<file path="src/haptic_pkg.sv">
// Shared constants, types and state record for the haptic playback sequencer
package haptic_pkg;

   // -----------------------------------------------------------------
   // Clock and time base
   // -----------------------------------------------------------------
   localparam longint unsigned CLK_HZ = 40_000_000;
   localparam longint unsigned PWM_FREQ_HZ = 187_500;
   localparam logic [7:0] PWM_CYC = 8'(CLK_HZ / PWM_FREQ_HZ);

   // Times in microseconds
   localparam longint unsigned BOOT_US = 1_500;
   localparam longint unsigned WAKE_US = 750;
   localparam longint unsigned CLICK_DRIVE_US = 25_000;
   localparam longint unsigned CLICK_BRAKE_US = 10_000;
   localparam longint unsigned CLICK_SILENCE_US = 20_000;
   localparam longint unsigned TIMEOUT_US = 60_000_000;

   // Resonance tracking window in hertz
   localparam longint unsigned LRA_MIN_HZ = 150;
   localparam longint unsigned LRA_NOM_HZ = 200;
   localparam longint unsigned LRA_MAX_HZ = 250;
   localparam logic [17:0] HALF_MIN_CYC = 18'(CLK_HZ / (2 * LRA_MAX_HZ));
   localparam logic [17:0] HALF_NOM_CYC = 18'(CLK_HZ / (2 * LRA_NOM_HZ));
   localparam logic [17:0] HALF_MAX_CYC = 18'(CLK_HZ / (2 * LRA_MIN_HZ));

   // Drive levels and supply headroom in millivolts
   localparam logic [12:0] HIGH_LEVEL_MV = 13'h0708;
   localparam logic [12:0] LOW_LEVEL_MV = 13'h03e8;
   localparam logic [12:0] HEADROOM_MV = 13'h0460;

   // -----------------------------------------------------------------
   // Time conversion
   // -----------------------------------------------------------------
   // Longest time: round down, never below one cycle
   function automatic logic [31:0] us_to_cyc_floor(input longint unsigned us);
      longint unsigned c;
      c = (us * CLK_HZ) / 64'd1_000_000;
      if (c == 64'd0) begin
         c = 64'd1;
      end
      return c[31:0];
   endfunction

   // Least time: round up, never below one cycle
   function automatic logic [31:0] us_to_cyc_ceil(input longint unsigned us);
      longint unsigned c;
      c = (us * CLK_HZ + 64'd999_999) / 64'd1_000_000;
      if (c == 64'd0) begin
         c = 64'd1;
      end
      return c[31:0];
   endfunction

   // -----------------------------------------------------------------
   // Types
   // -----------------------------------------------------------------
   typedef enum logic [2:0] {
      ST_OFF, ST_BOOT, ST_IDLE, ST_WAKE, ST_DRIVE, ST_BRAKE, ST_SILENCE
   } seq_state_t;

   typedef enum logic [1:0] {EFF_CLICK, EFF_STRONG, EFF_MEDIUM} effect_t;

   typedef struct packed {
      logic undervoltage_lockout;
      logic over_temp;
      logic bridge_short;
      logic impedance_fault;
   } fault_t;

   typedef struct packed {
      seq_state_t st;
      effect_t eff;
      logic [31:0] tmr;
      logic [2:0] trg_s1;
      logic [2:0] trg_s2;
      logic [2:0] trg_s3;
      logic emf_s1;
      logic emf_s2;
      logic emf_s3;
      logic [7:0] pwm_cnt;
      logic [7:0] duty;
      logic pol;
      logic [17:0] half_cnt;
      logic [17:0] learned_half;
      logic learned_valid;
      logic [12:0] level_mv;
      logic out_pos;
      logic out_neg;
      logic out_oe;
   } seq_regs_t;

   localparam seq_regs_t SEQ_RESET = '{
      st: ST_OFF, eff: EFF_CLICK, tmr: 32'h0000_0000,
      trg_s1: 3'h7, trg_s2: 3'h7, trg_s3: 3'h7,
      emf_s1: 1'b0, emf_s2: 1'b0, emf_s3: 1'b0,
      pwm_cnt: 8'h00, duty: 8'h00, pol: 1'b0,
      half_cnt: 18'h00000, learned_half: HALF_NOM_CYC, learned_valid: 1'b0,
      level_mv: 13'h0000, out_pos: 1'b0, out_neg: 1'b0, out_oe: 1'b0
   };

endpackage

</file>
<file path="src/gpi_haptic_playback_sequencer.sv">
// Pin-controlled playback sequencer for a resonant actuator H-bridge driver
`timescale 1ns/1ps
`default_nettype none

module gpi_haptic_playback_sequencer
   import haptic_pkg::*;
#(
   parameter logic [31:0] BOOT_CYC = us_to_cyc_floor(BOOT_US),
   parameter logic [31:0] WAKE_CYC = us_to_cyc_floor(WAKE_US),
   parameter logic [31:0] CLICK_DRIVE_CYC = us_to_cyc_floor(CLICK_DRIVE_US),
   parameter logic [31:0] CLICK_BRAKE_CYC = us_to_cyc_floor(CLICK_BRAKE_US),
   parameter logic [31:0] CLICK_SILENCE_CYC = us_to_cyc_floor(CLICK_SILENCE_US),
   parameter logic [31:0] TIMEOUT_CYC = us_to_cyc_floor(TIMEOUT_US)
) (
   input wire logic sys_clk,
   input wire logic rst,
   input wire logic clk_en,
   input wire logic supply_enable_pin,
   input wire logic click_trigger_in,
   input wire logic strong_buzz_trigger_in,
   input wire logic medium_buzz_trigger_in,
   input wire fault_t faults,
   input wire logic back_emf_sense,
   input wire logic [12:0] vdd_mv,
   input wire logic [12:0] load_level_mv,
   output logic bridge_out_pos,
   output logic bridge_out_neg,
   output logic bridge_oe,
   output seq_state_t seq_state,
   output logic [12:0] drive_level_mv,
   output logic learned_valid
);

   // -----------------------------------------------------------------
   // Interface notes
   // -----------------------------------------------------------------
   // Triggers idle high; the three-deep chain adds two cycles per edge.
   // Fault flags are levels from analog comparators; they are not
   // latched, so a fault that clears before the next trigger allows
   // an immediate retry.
   // Supply and load levels are sampled values in millivolts; a slow
   // update rate only delays the amplitude cap by that much.
   // Both bridge legs mean something only while the enable is high;
   // they are held low whenever the bridge is released.
   // The reported level is the target, not the measured one.
   // Limitation: no minimum buzz length is enforced, that is the
   // host's timing duty.

   // -----------------------------------------------------------------
   // Helper functions
   // -----------------------------------------------------------------

   // Pure decode only, no state; shared by the start path and the
   // per-cycle amplitude update so both agree on the same level

   // Lowest-numbered falling edge wins when several land together
   function automatic effect_t pick_effect(input logic [2:0] fall);
      effect_t e;
      e = EFF_MEDIUM;
      if (fall[0]) begin
         e = EFF_CLICK;
      end else if (fall[1]) begin
         e = EFF_STRONG;
      end
      return e;
   endfunction

   // Nominal level of an effect, trimmed to stay clear of the supply rail
   function automatic logic [12:0] limited_level(input effect_t e,
                                                 input logic [12:0] vdd);
      logic [12:0] nominal;
      logic [12:0] ceiling;
      nominal = (e == EFF_MEDIUM) ? LOW_LEVEL_MV : HIGH_LEVEL_MV;
      ceiling = (vdd > HEADROOM_MV) ? vdd - HEADROOM_MV : 13'h0000;
      return (nominal < ceiling) ? nominal : ceiling;
   endfunction

   // Duration of the first drive phase of an effect
   function automatic logic [31:0] drive_len(input effect_t e);
      return (e == EFF_CLICK) ? CLICK_DRIVE_CYC - 32'd1 : TIMEOUT_CYC - 32'd1;
   endfunction

   // -----------------------------------------------------------------
   // State record
   // -----------------------------------------------------------------
   seq_regs_t q;
   seq_regs_t d;

   // Decode of the registered record, shared by every branch below.
   // Kept apart from the next-state process so each term is computed
   // once; every term but the fault OR reads only flops, never the raw pins.
   logic [2:0] trg_fall;
   logic any_fall;
   logic any_fault;
   logic emf_cross;
   logic tmr_done;
   logic pwm_wrap;
   logic pwm_high;
   logic playing;

   // Edge decode from registered copies; fault decode straight from the raw flags
   always_comb begin
      trg_fall = q.trg_s3 & ~q.trg_s2;
      any_fall = |trg_fall;
      any_fault = |faults;
      emf_cross = q.emf_s3 ^ q.emf_s2;
      tmr_done = (q.tmr == 32'h0000_0000);
      pwm_wrap = (q.pwm_cnt == PWM_CYC - 8'h01);
      pwm_high = (q.pwm_cnt < q.duty);
      playing = (q.st == ST_WAKE) || (q.st == ST_DRIVE) ||
                (q.st == ST_BRAKE) || (q.st == ST_SILENCE);
   end

   // -----------------------------------------------------------------
   // Next-state logic
   // -----------------------------------------------------------------
   // One process carries every register so the OFF discard stays complete
   always_comb begin
      d = q;

      // Two flops per input, a third only as the edge reference
      d.trg_s1 = {medium_buzz_trigger_in, strong_buzz_trigger_in,
                  click_trigger_in};
      d.trg_s2 = q.trg_s1;
      d.trg_s3 = q.trg_s2;
      d.emf_s1 = back_emf_sense;
      d.emf_s2 = q.emf_s1;
      d.emf_s3 = q.emf_s2;

      // Timer counts down to zero in every timed state
      if (!tmr_done) begin
         d.tmr = q.tmr - 32'd1;
      end

      // PWM carrier free-runs at the switching rate
      d.pwm_cnt = pwm_wrap ? 8'h00 : q.pwm_cnt + 8'h01;

      // Bridge idles released unless a drive state says otherwise
      d.out_oe = 1'b0;
      d.out_pos = 1'b0;
      d.out_neg = 1'b0;

      // Sequencer flow:
      //   OFF     - one cycle, then boot timer loaded
      //   BOOT    - trigger edges ignored until settings are loaded
      //   IDLE    - waits for the first falling edge
      //   WAKE    - fixed start latency, bridge still released
      //   DRIVE   - bridge switching; click ends by timer, buzz by
      //             stop edge or timeout
      //   BRAKE   - click only, antiphase drive
      //   SILENCE - click only, bridge released
      // Timers load one below the length: exit is the edge after zero
      case (q.st)
         ST_OFF: begin
            d.st = ST_BOOT;
            d.tmr = BOOT_CYC - 32'd1;
         end

         // Edges during boot are not yet requests
         ST_BOOT: begin
            if (tmr_done) begin
               d.st = ST_IDLE;
            end
         end

         ST_IDLE: begin
            // Several edges in one cycle are a single request
            if (any_fall) begin
               d.st = ST_WAKE;
               d.eff = pick_effect(trg_fall);
               d.tmr = WAKE_CYC - 32'd1;
            end
         end

         // Wake latency before the bridge starts switching
         ST_WAKE: begin
            if (tmr_done) begin
               d.st = ST_DRIVE;
               d.tmr = drive_len(q.eff);
               d.duty = 8'h00;
               d.half_cnt = 18'h00000;
               // Level fixed from the supply seen at wake exit; the
               // drive engine refreshes it every cycle afterwards
               d.level_mv = limited_level(q.eff, vdd_mv);
            end
         end

         ST_DRIVE: begin
            if (tmr_done) begin
               if (q.eff == EFF_CLICK) begin
                  d.st = ST_BRAKE;
                  d.tmr = CLICK_BRAKE_CYC - 32'd1;
               end else begin
                  // A buzz reaching its timer end is the host-loss guard
                  d.st = ST_IDLE;
               end
            end
         end

         // Brake drives in antiphase to the tracked motion
         ST_BRAKE: begin
            if (tmr_done) begin
               d.st = ST_SILENCE;
               d.tmr = CLICK_SILENCE_CYC - 32'd1;
            end
         end

         ST_SILENCE: begin
            // Bridge stays released through the defaults above
            if (tmr_done) begin
               d.st = ST_IDLE;
            end
         end

         default: begin
            // Unused encoding recovers through OFF
            d.st = ST_OFF;
         end
      endcase

      // Stop edge or fault beats any timed transition
      // Placed after the case so a stop or fault in the same cycle as a
      // timer expiry always lands in IDLE; nothing is latched, so the
      // next trigger simply retries.
      if (playing && (any_fall || any_fault)) begin
         d.st = ST_IDLE;
         d.duty = 8'h00;
         d.level_mv = 13'h0000;
      end

      // -------------------------------------------------------------
      // Drive engine while the bridge is active
      // -------------------------------------------------------------
      if ((q.st == ST_DRIVE || q.st == ST_BRAKE) && d.st == q.st) begin
         // Supply followed each cycle, not just at start
         d.level_mv = limited_level(q.eff, vdd_mv);

         // Current loop: nudge duty toward the target once per period
         // One step per carrier period keeps the loop slow against the
         // switching ripple; the ramp from zero is traded for stability
         if (pwm_wrap) begin
            if (load_level_mv < q.level_mv && q.duty < PWM_CYC - 8'h01) begin
               d.duty = q.duty + 8'h01;
            end else if (load_level_mv > q.level_mv && q.duty != 8'h00) begin
               d.duty = q.duty - 8'h01;
            end
         end

         // Resonance tracking runs alongside drive, no sense gaps
         // Counter clears at the learned half period at the latest, so
         // 18 bits cover the slowest plausible resonance
         d.half_cnt = q.half_cnt + 18'h00001;
         if (emf_cross) begin
            d.half_cnt = 18'h00000;
            d.pol = ~q.pol;
            // Only plausible periods teach the tracker
            if (q.half_cnt >= HALF_MIN_CYC && q.half_cnt <= HALF_MAX_CYC) begin
               d.learned_half = q.half_cnt;
               d.learned_valid = 1'b1;
            end
         end else if (q.half_cnt >= q.learned_half) begin
            // No crossing seen: flip on the learned half period
            d.half_cnt = 18'h00000;
            d.pol = ~q.pol;
         end

         // Differential switching; brake inverts the phase
         d.out_oe = 1'b1;
         if (q.pol ^ (q.st == ST_BRAKE)) begin
            d.out_pos = pwm_high;
         end else begin
            d.out_neg = pwm_high;
         end
      end

      // Faults release the bridge the same cycle they are seen
      // Comparators may fire outside playback; releasing is harmless
      if (any_fault) begin
         d.out_oe = 1'b0;
         d.out_pos = 1'b0;
         d.out_neg = 1'b0;
      end

      // Enable low discards all, learned setup included
      // Applied last so nothing above can leak through; the bridge is
      // released at the first edge that sees the pin low
      if (!supply_enable_pin) begin
         d = SEQ_RESET;
      end
   end

   // -----------------------------------------------------------------
   // Registers
   // -----------------------------------------------------------------
   // Clock enable freezes everything, including the synchronisers
   // Reset is synchronous but does not wait for the clock enable, so
   // any edge that sees it high clears the record
   always_ff @(posedge sys_clk) begin
      if (rst) begin
         q <= SEQ_RESET;
      end else if (clk_en) begin
         q <= d;
      end
   end

   // -----------------------------------------------------------------
   // Outputs
   // -----------------------------------------------------------------
   // All taken straight from the state record
   // No logic between record and pins keeps output timing clean and
   // avoids glitches on the bridge gate drivers
   assign bridge_out_pos = q.out_pos;
   assign bridge_out_neg = q.out_neg;
   assign bridge_oe = q.out_oe;
   assign seq_state = q.st;
   assign drive_level_mv = q.level_mv;
   assign learned_valid = q.learned_valid;

endmodule

`default_nettype wire

</file>
<file path="config.mk">
export PLATFORM = sky130hd
export DESIGN_NAME = gpi_haptic_playback_sequencer
export DESIGN_NICKNAME = d
export VERILOG_FILES = /design/src/haptic_pkg.sv /design/src/gpi_haptic_playback_sequencer.sv
export SDC_FILE = /design/constraint.sdc
export NUM_CORES = 1
export LEC_CHECK = 0
export BUFFER_PORTS_ARGS = -buffer_cell sky130_fd_sc_hd__buf_4
export CAP_MARGIN = 20
export CORE_ASPECT_RATIO = 0.8
export CORE_MARGIN = 4
export CORE_UTILIZATION = 50
export CTS_CLUSTER_DIAMETER = 150
export DETAILED_ROUTE_END_ITERATION = 8
export GPL_TIMING_DRIVEN = 0
export MAX_ROUTING_LAYER = met4
export PLACE_DENSITY = 0.68
export RECOVER_POWER = 25
export SETUP_SLACK_MARGIN = 0.02
export SYNTH_ARGS = -nofsm -noshare
export SYNTH_HDL_FRONTEND = slang
export SYNTH_SLANG_ARGS = --single-unit
</file>
<file path="constraint.sdc">
create_clock -name sys_clk -period 7.8 [get_ports sys_clk]
set_clock_uncertainty 0.05 [all_clocks]
set_input_delay 0 -clock sys_clk [delete_from_list [all_inputs] [get_ports sys_clk]]
set_output_delay 0 -clock sys_clk [all_outputs]
set_load 0.05 [all_outputs]
</file>
==> results.sh <==
export IMPL_status="finished, final reports clean"
export IMPL_antenna_found_initial=0
export IMPL_hold_viol=0
export IMPL_drive_gt1_frac=0.0919
export IMPL_port_buffers=57
export IMPL_reg2reg_depth=9
export IMPL_top_layer="met4"
export IMPL_io_pins=58
export IMPL_fillers=1601
export IMPL_routedWlPerCell_um=19.6
export IMPL_drt_met1_wl_mm=13.4
export IMPL_cts_tree="built"
export IMPL_syn_to_final_growth_pct=16.0
export IMPL_ys_seq_area_frac=0.281
export IMPL_core_area_mm2=0.0166
export IMPL_worst_path_most_repeated_cell="nand3_1"
export IMPL_crit_arrival_ns=4.43
export IMPL_syn_area_per_cell_um2=7.58
export IMPL_grt_start_max_net_pins=17
export IMPL_ant_nets=0
export IMPL_via_per_inst=6.29
export IMPL_cap_viol_max_count=0
export IMPL_first_pass_iters=8
export IMPL_via_count=9053
export IMPL_synth_cells=1119
export IMPL_grt_pass1_vias=8048
export IMPL_antenna_cells=0
export IMPL_crit_type="flop to flop"
export IMPL_drc=0
export IMPL_ys_flop_type="dfxtp_1"
export IMPL_grt_overflow_total=0
export IMPL_clock_latency_ns=0.43
export IMPL_cp_slowest_cell="o31ai_1"
export IMPL_ys_top_cells_by_area="dfxtp_1 (28%), ha_1 (8.1%), nand2_1 (4.8%)"
export IMPL_r2r_start="q[82]$_SDFFE_PP0P_"
export IMPL_path_clk_slew_ns=0.06
export IMPL_critical_path_max_stage_delay_ns=0.84
export IMPL_worst_slack_ns=3.60
export IMPL_cts_root_buf="clkbuf_16"
export IMPL_die_x_um=154
export IMPL_crit_fanout=10
export IMPL_crit_path_start="q[82]$_SDFFE_PP0P_"
export IMPL_gp_congestion=1.06
export IMPL_path_depth=9
export IMPL_hp_start="faults[2]"
export IMPL_p_leak_nw=3.77
export IMPL_critPathCaptureType="flop"
export IMPL_vdd_drop_max_uv=126
export IMPL_p_per_area_mw_per_mm2=182
export IMPL_cts_htree_levels=4
export IMPL_wl_met2_mm=11.2
export IMPL_timing_rr_end="q[48]$_SDFFE_PP0P_"
export IMPL_dp_worst_setup_slack_ns=3.77
export IMPL_hpwl_mm=21.0
export IMPL_die_area_mm2=0.0191
export IMPL_min_path_cells=4
export IMPL_drt_initial_drc_count=1120
export IMPL_synth_cell_type_count=76
export IMPL_slew_headroom=0.229
export IMPL_cp_data_required_time_ns=8.04
export IMPL_ys_seq_elements=119
export IMPL_max_freq_mhz=238
export IMPL_fin_tns_setup_ns=0
export IMPL_worst_setup_path_start_kind="flop"
export IMPL_start_util=0.511
export IMPL_syn_nets=1212
export IMPL_die_y_um=124
export IMPL_wl_met3_mm=3.31
export IMPL_fp_row_count=42
export IMPL_grt_pass1_wl_mm=44.7
export IMPL_tightestPinTransition_ns=1.15
export IMPL_synth_top_area_frac=0.281
export IMPL_final_max_slew_viol_count=0
export IMPL_path_cells="inv_1 > ha_1 > nor4b_1 > nand3_1 > o31ai_1 > nor2_1 > nand3_1 > clkbuf_1 > o211ai_1"
export IMPL_setup_viol=0
export IMPL_path_buf_inv=2
export IMPL_endpoint="q[48]$_SDFFE_PP0P_"
export IMPL_cts_made_buffers=17
export IMPL_synth_async_reset_ratio=0
export IMPL_cts_sinks=119
export IMPL_fin_nets=1299
export IMPL_synth_area_mm2=0.00848
export IMPL_period_minus_slack_ns=4.20
export IMPL_clock_path_buffers=2
export IMPL_ff2ff_setup_slack_ns=3.60
export IMPL_synth_largest_area_cell="dfxtp_1"
export IMPL_synth_edf_count=0
export IMPL_hold_class="input port to flop"
export IMPL_fin_crit_sh=0.538
export IMPL_path_delay_family="simple AND/OR/NAND/NOR gates"
export IMPL_yosys_warnings=0
export IMPL_grt_setup_unrepaired="false"
export IMPL_track_usage=0.296
export IMPL_wl_mm=28.2
==> report_power, final <==
| part | total, W | internal (W) | switching [W] |
|---|---|---|---|
| combinational | 0.000299 | 0.0000977 | 0.000201 |
| clock | 0.000858 | 0.000538 | 0.000319 |
| sequential | 0.000631 | 0.000619 | 0.0000117 |
==> metrics by stage <==
step | utilization | power (W) | instance area, um2 | cells | hold WS (ns)
floorplan | - | 0.000833 | 8480 | 1119 | 0.0755
global placement | 0.553 | 0.000929 | 9180 | 1396 | 0.171
detailed placement | 0.553 | 0.000929 | 9180 | 1396 | 0.179
CTS | 0.597 | 0.00178 | 9910 | 1438 | 0.00448
global route | 0.592 | 0.00185 | 9830 | 1439 | 0.0257
finish | 0.592 | 0.00179 | 9830 | 1439 | 0.00876
==> placed cells by master, fill, tap and decap left out, drive strengths merged, types with 13 or more instances in the layout <==
cell / count
nand2: 108
clkbuf: 94
inv: 67
a211oi: 17
nor2: 96
a21oi: 61
nor4: 17
dfxtp: 119
ha: 55
a22o: 24
o31ai: 13
or3: 18
o211ai: 39
o21ai: 74
buf: 61
nand4: 36
nand2b: 16
nand3: 33
nor3: 34
==> final cells by class <==
| type | instances | area, um2 | share of cell area |
|---|---|---|---|
| Sequential cell | 119 | 2380 | 0.242 |
| Buffer | 79 | 369 | 0.0375 |
| Clock buffer | 18 | 429 | 0.0436 |
| Tap cell | 220 | 275 | 0.0280 |
| Multi-Input combinational cell | 855 | 5480 | 0.557 |
| Inverter | 66 | 248 | 0.0252 |
| Timing Repair Buffer | 68 | 450 | 0.0458 |
| Clock inverter | 14 | 200 | 0.0204 |
==> Yosys cell counts (6+ instances only) <==
cell	number
or4_1	12
a31oi_1	12
or2_2	7
o31ai_1	13
xnor2_1	6
o21ai_0	71
clkbuf_1	53
a221oi_1	7
buf_2	7
nor4_1	15
nor2b_1	11
nand4_1	36
or3_1	18
ha_1	55
nor3_1	33
buf_4	17
a211o_1	7
dfxtp_1	119
o211ai_1	39
nand3_1	33
nand2_1	108
a21oi_1	61
inv_1	63
a21o_1	10
a22o_1	24
a22oi_1	7
o22ai_1	10
a2bb2oi_1	6
a211oi_1	17
xor2_1	6
nand2b_1	16
and2_1	12
nor2_1	96
and3_1	12
o41ai_1	8
==> worst min path at each step <==
stage | end | slack [ns]
2_1_floorplan | drive_level_mv[0]$_SDFFE_PP0P_ | 0.08
3_3_place_gp | q[79]$_SDFFE_PP1P_ | 0.17
3_5_place_dp | q[79]$_SDFFE_PP1P_ | 0.18
4_1_cts | bridge_out_pos$_SDFFE_PP0P_ | 0.004
5_1_grt | bridge_out_pos$_SDFFE_PP0P_ | 0.03
6_report | bridge_out_pos$_SDFFE_PP0P_ | 0.009
==> cell families (layout without fill, tap and decap cells) <==
| logic type | Yosys count | after routing | share of synthesized area |
|---|---|---|---|
| multiplexers | 6 | 6 | 0.00723 |
| AO/OA/AOI/OAI | 346 | 346 | 0.282 |
| flip-flops | 119 | 119 | 0.281 |
| buffers and inverters | 145 | 245 | 0.0727 |
| adder cells (fa/ha/maj) | 57 | 57 | 0.0835 |
| XOR/XNOR | 12 | 12 | 0.0124 |
| AND/OR/NAND/NOR | 434 | 434 | 0.262 |
==> metal layers <==
layer	GRT usage	vias to the layer above
li1	-	4362
met1	0.442	4149
met2	0.389	506
met3	0.0931	36
met4	0.0571	0
met5	-	-
==> registers in the layout (all words and copies together) (netlist names) <==
| name | cells |
|---|---|
| bridge_out_neg | 1 |
| bridge_oe | 1 |
| bridge_out_pos | 1 |
| drive_level_mv | 13 |
| learned_valid | 1 |
| seq_state | 3 |
| q | 99 |
==> worst min-delay path, stage by stage <==
cell,delay (ns)
buf_4,0.07
nor4_1,0.09
nand3_1,0.19
o31ai_1,0.09
==> repair_timing <==
| action | in CTS | in global routing |
|---|---|---|
| buffers inserted | 0 | 0 |
| setup endpoints to repair | 0 | 0 |
| hold endpoints to repair | 10 | 0 |
| resized for setup | 0 | 0 |
| hold buffers | 10 | 0 |
(Power assumes the default switching activity.)
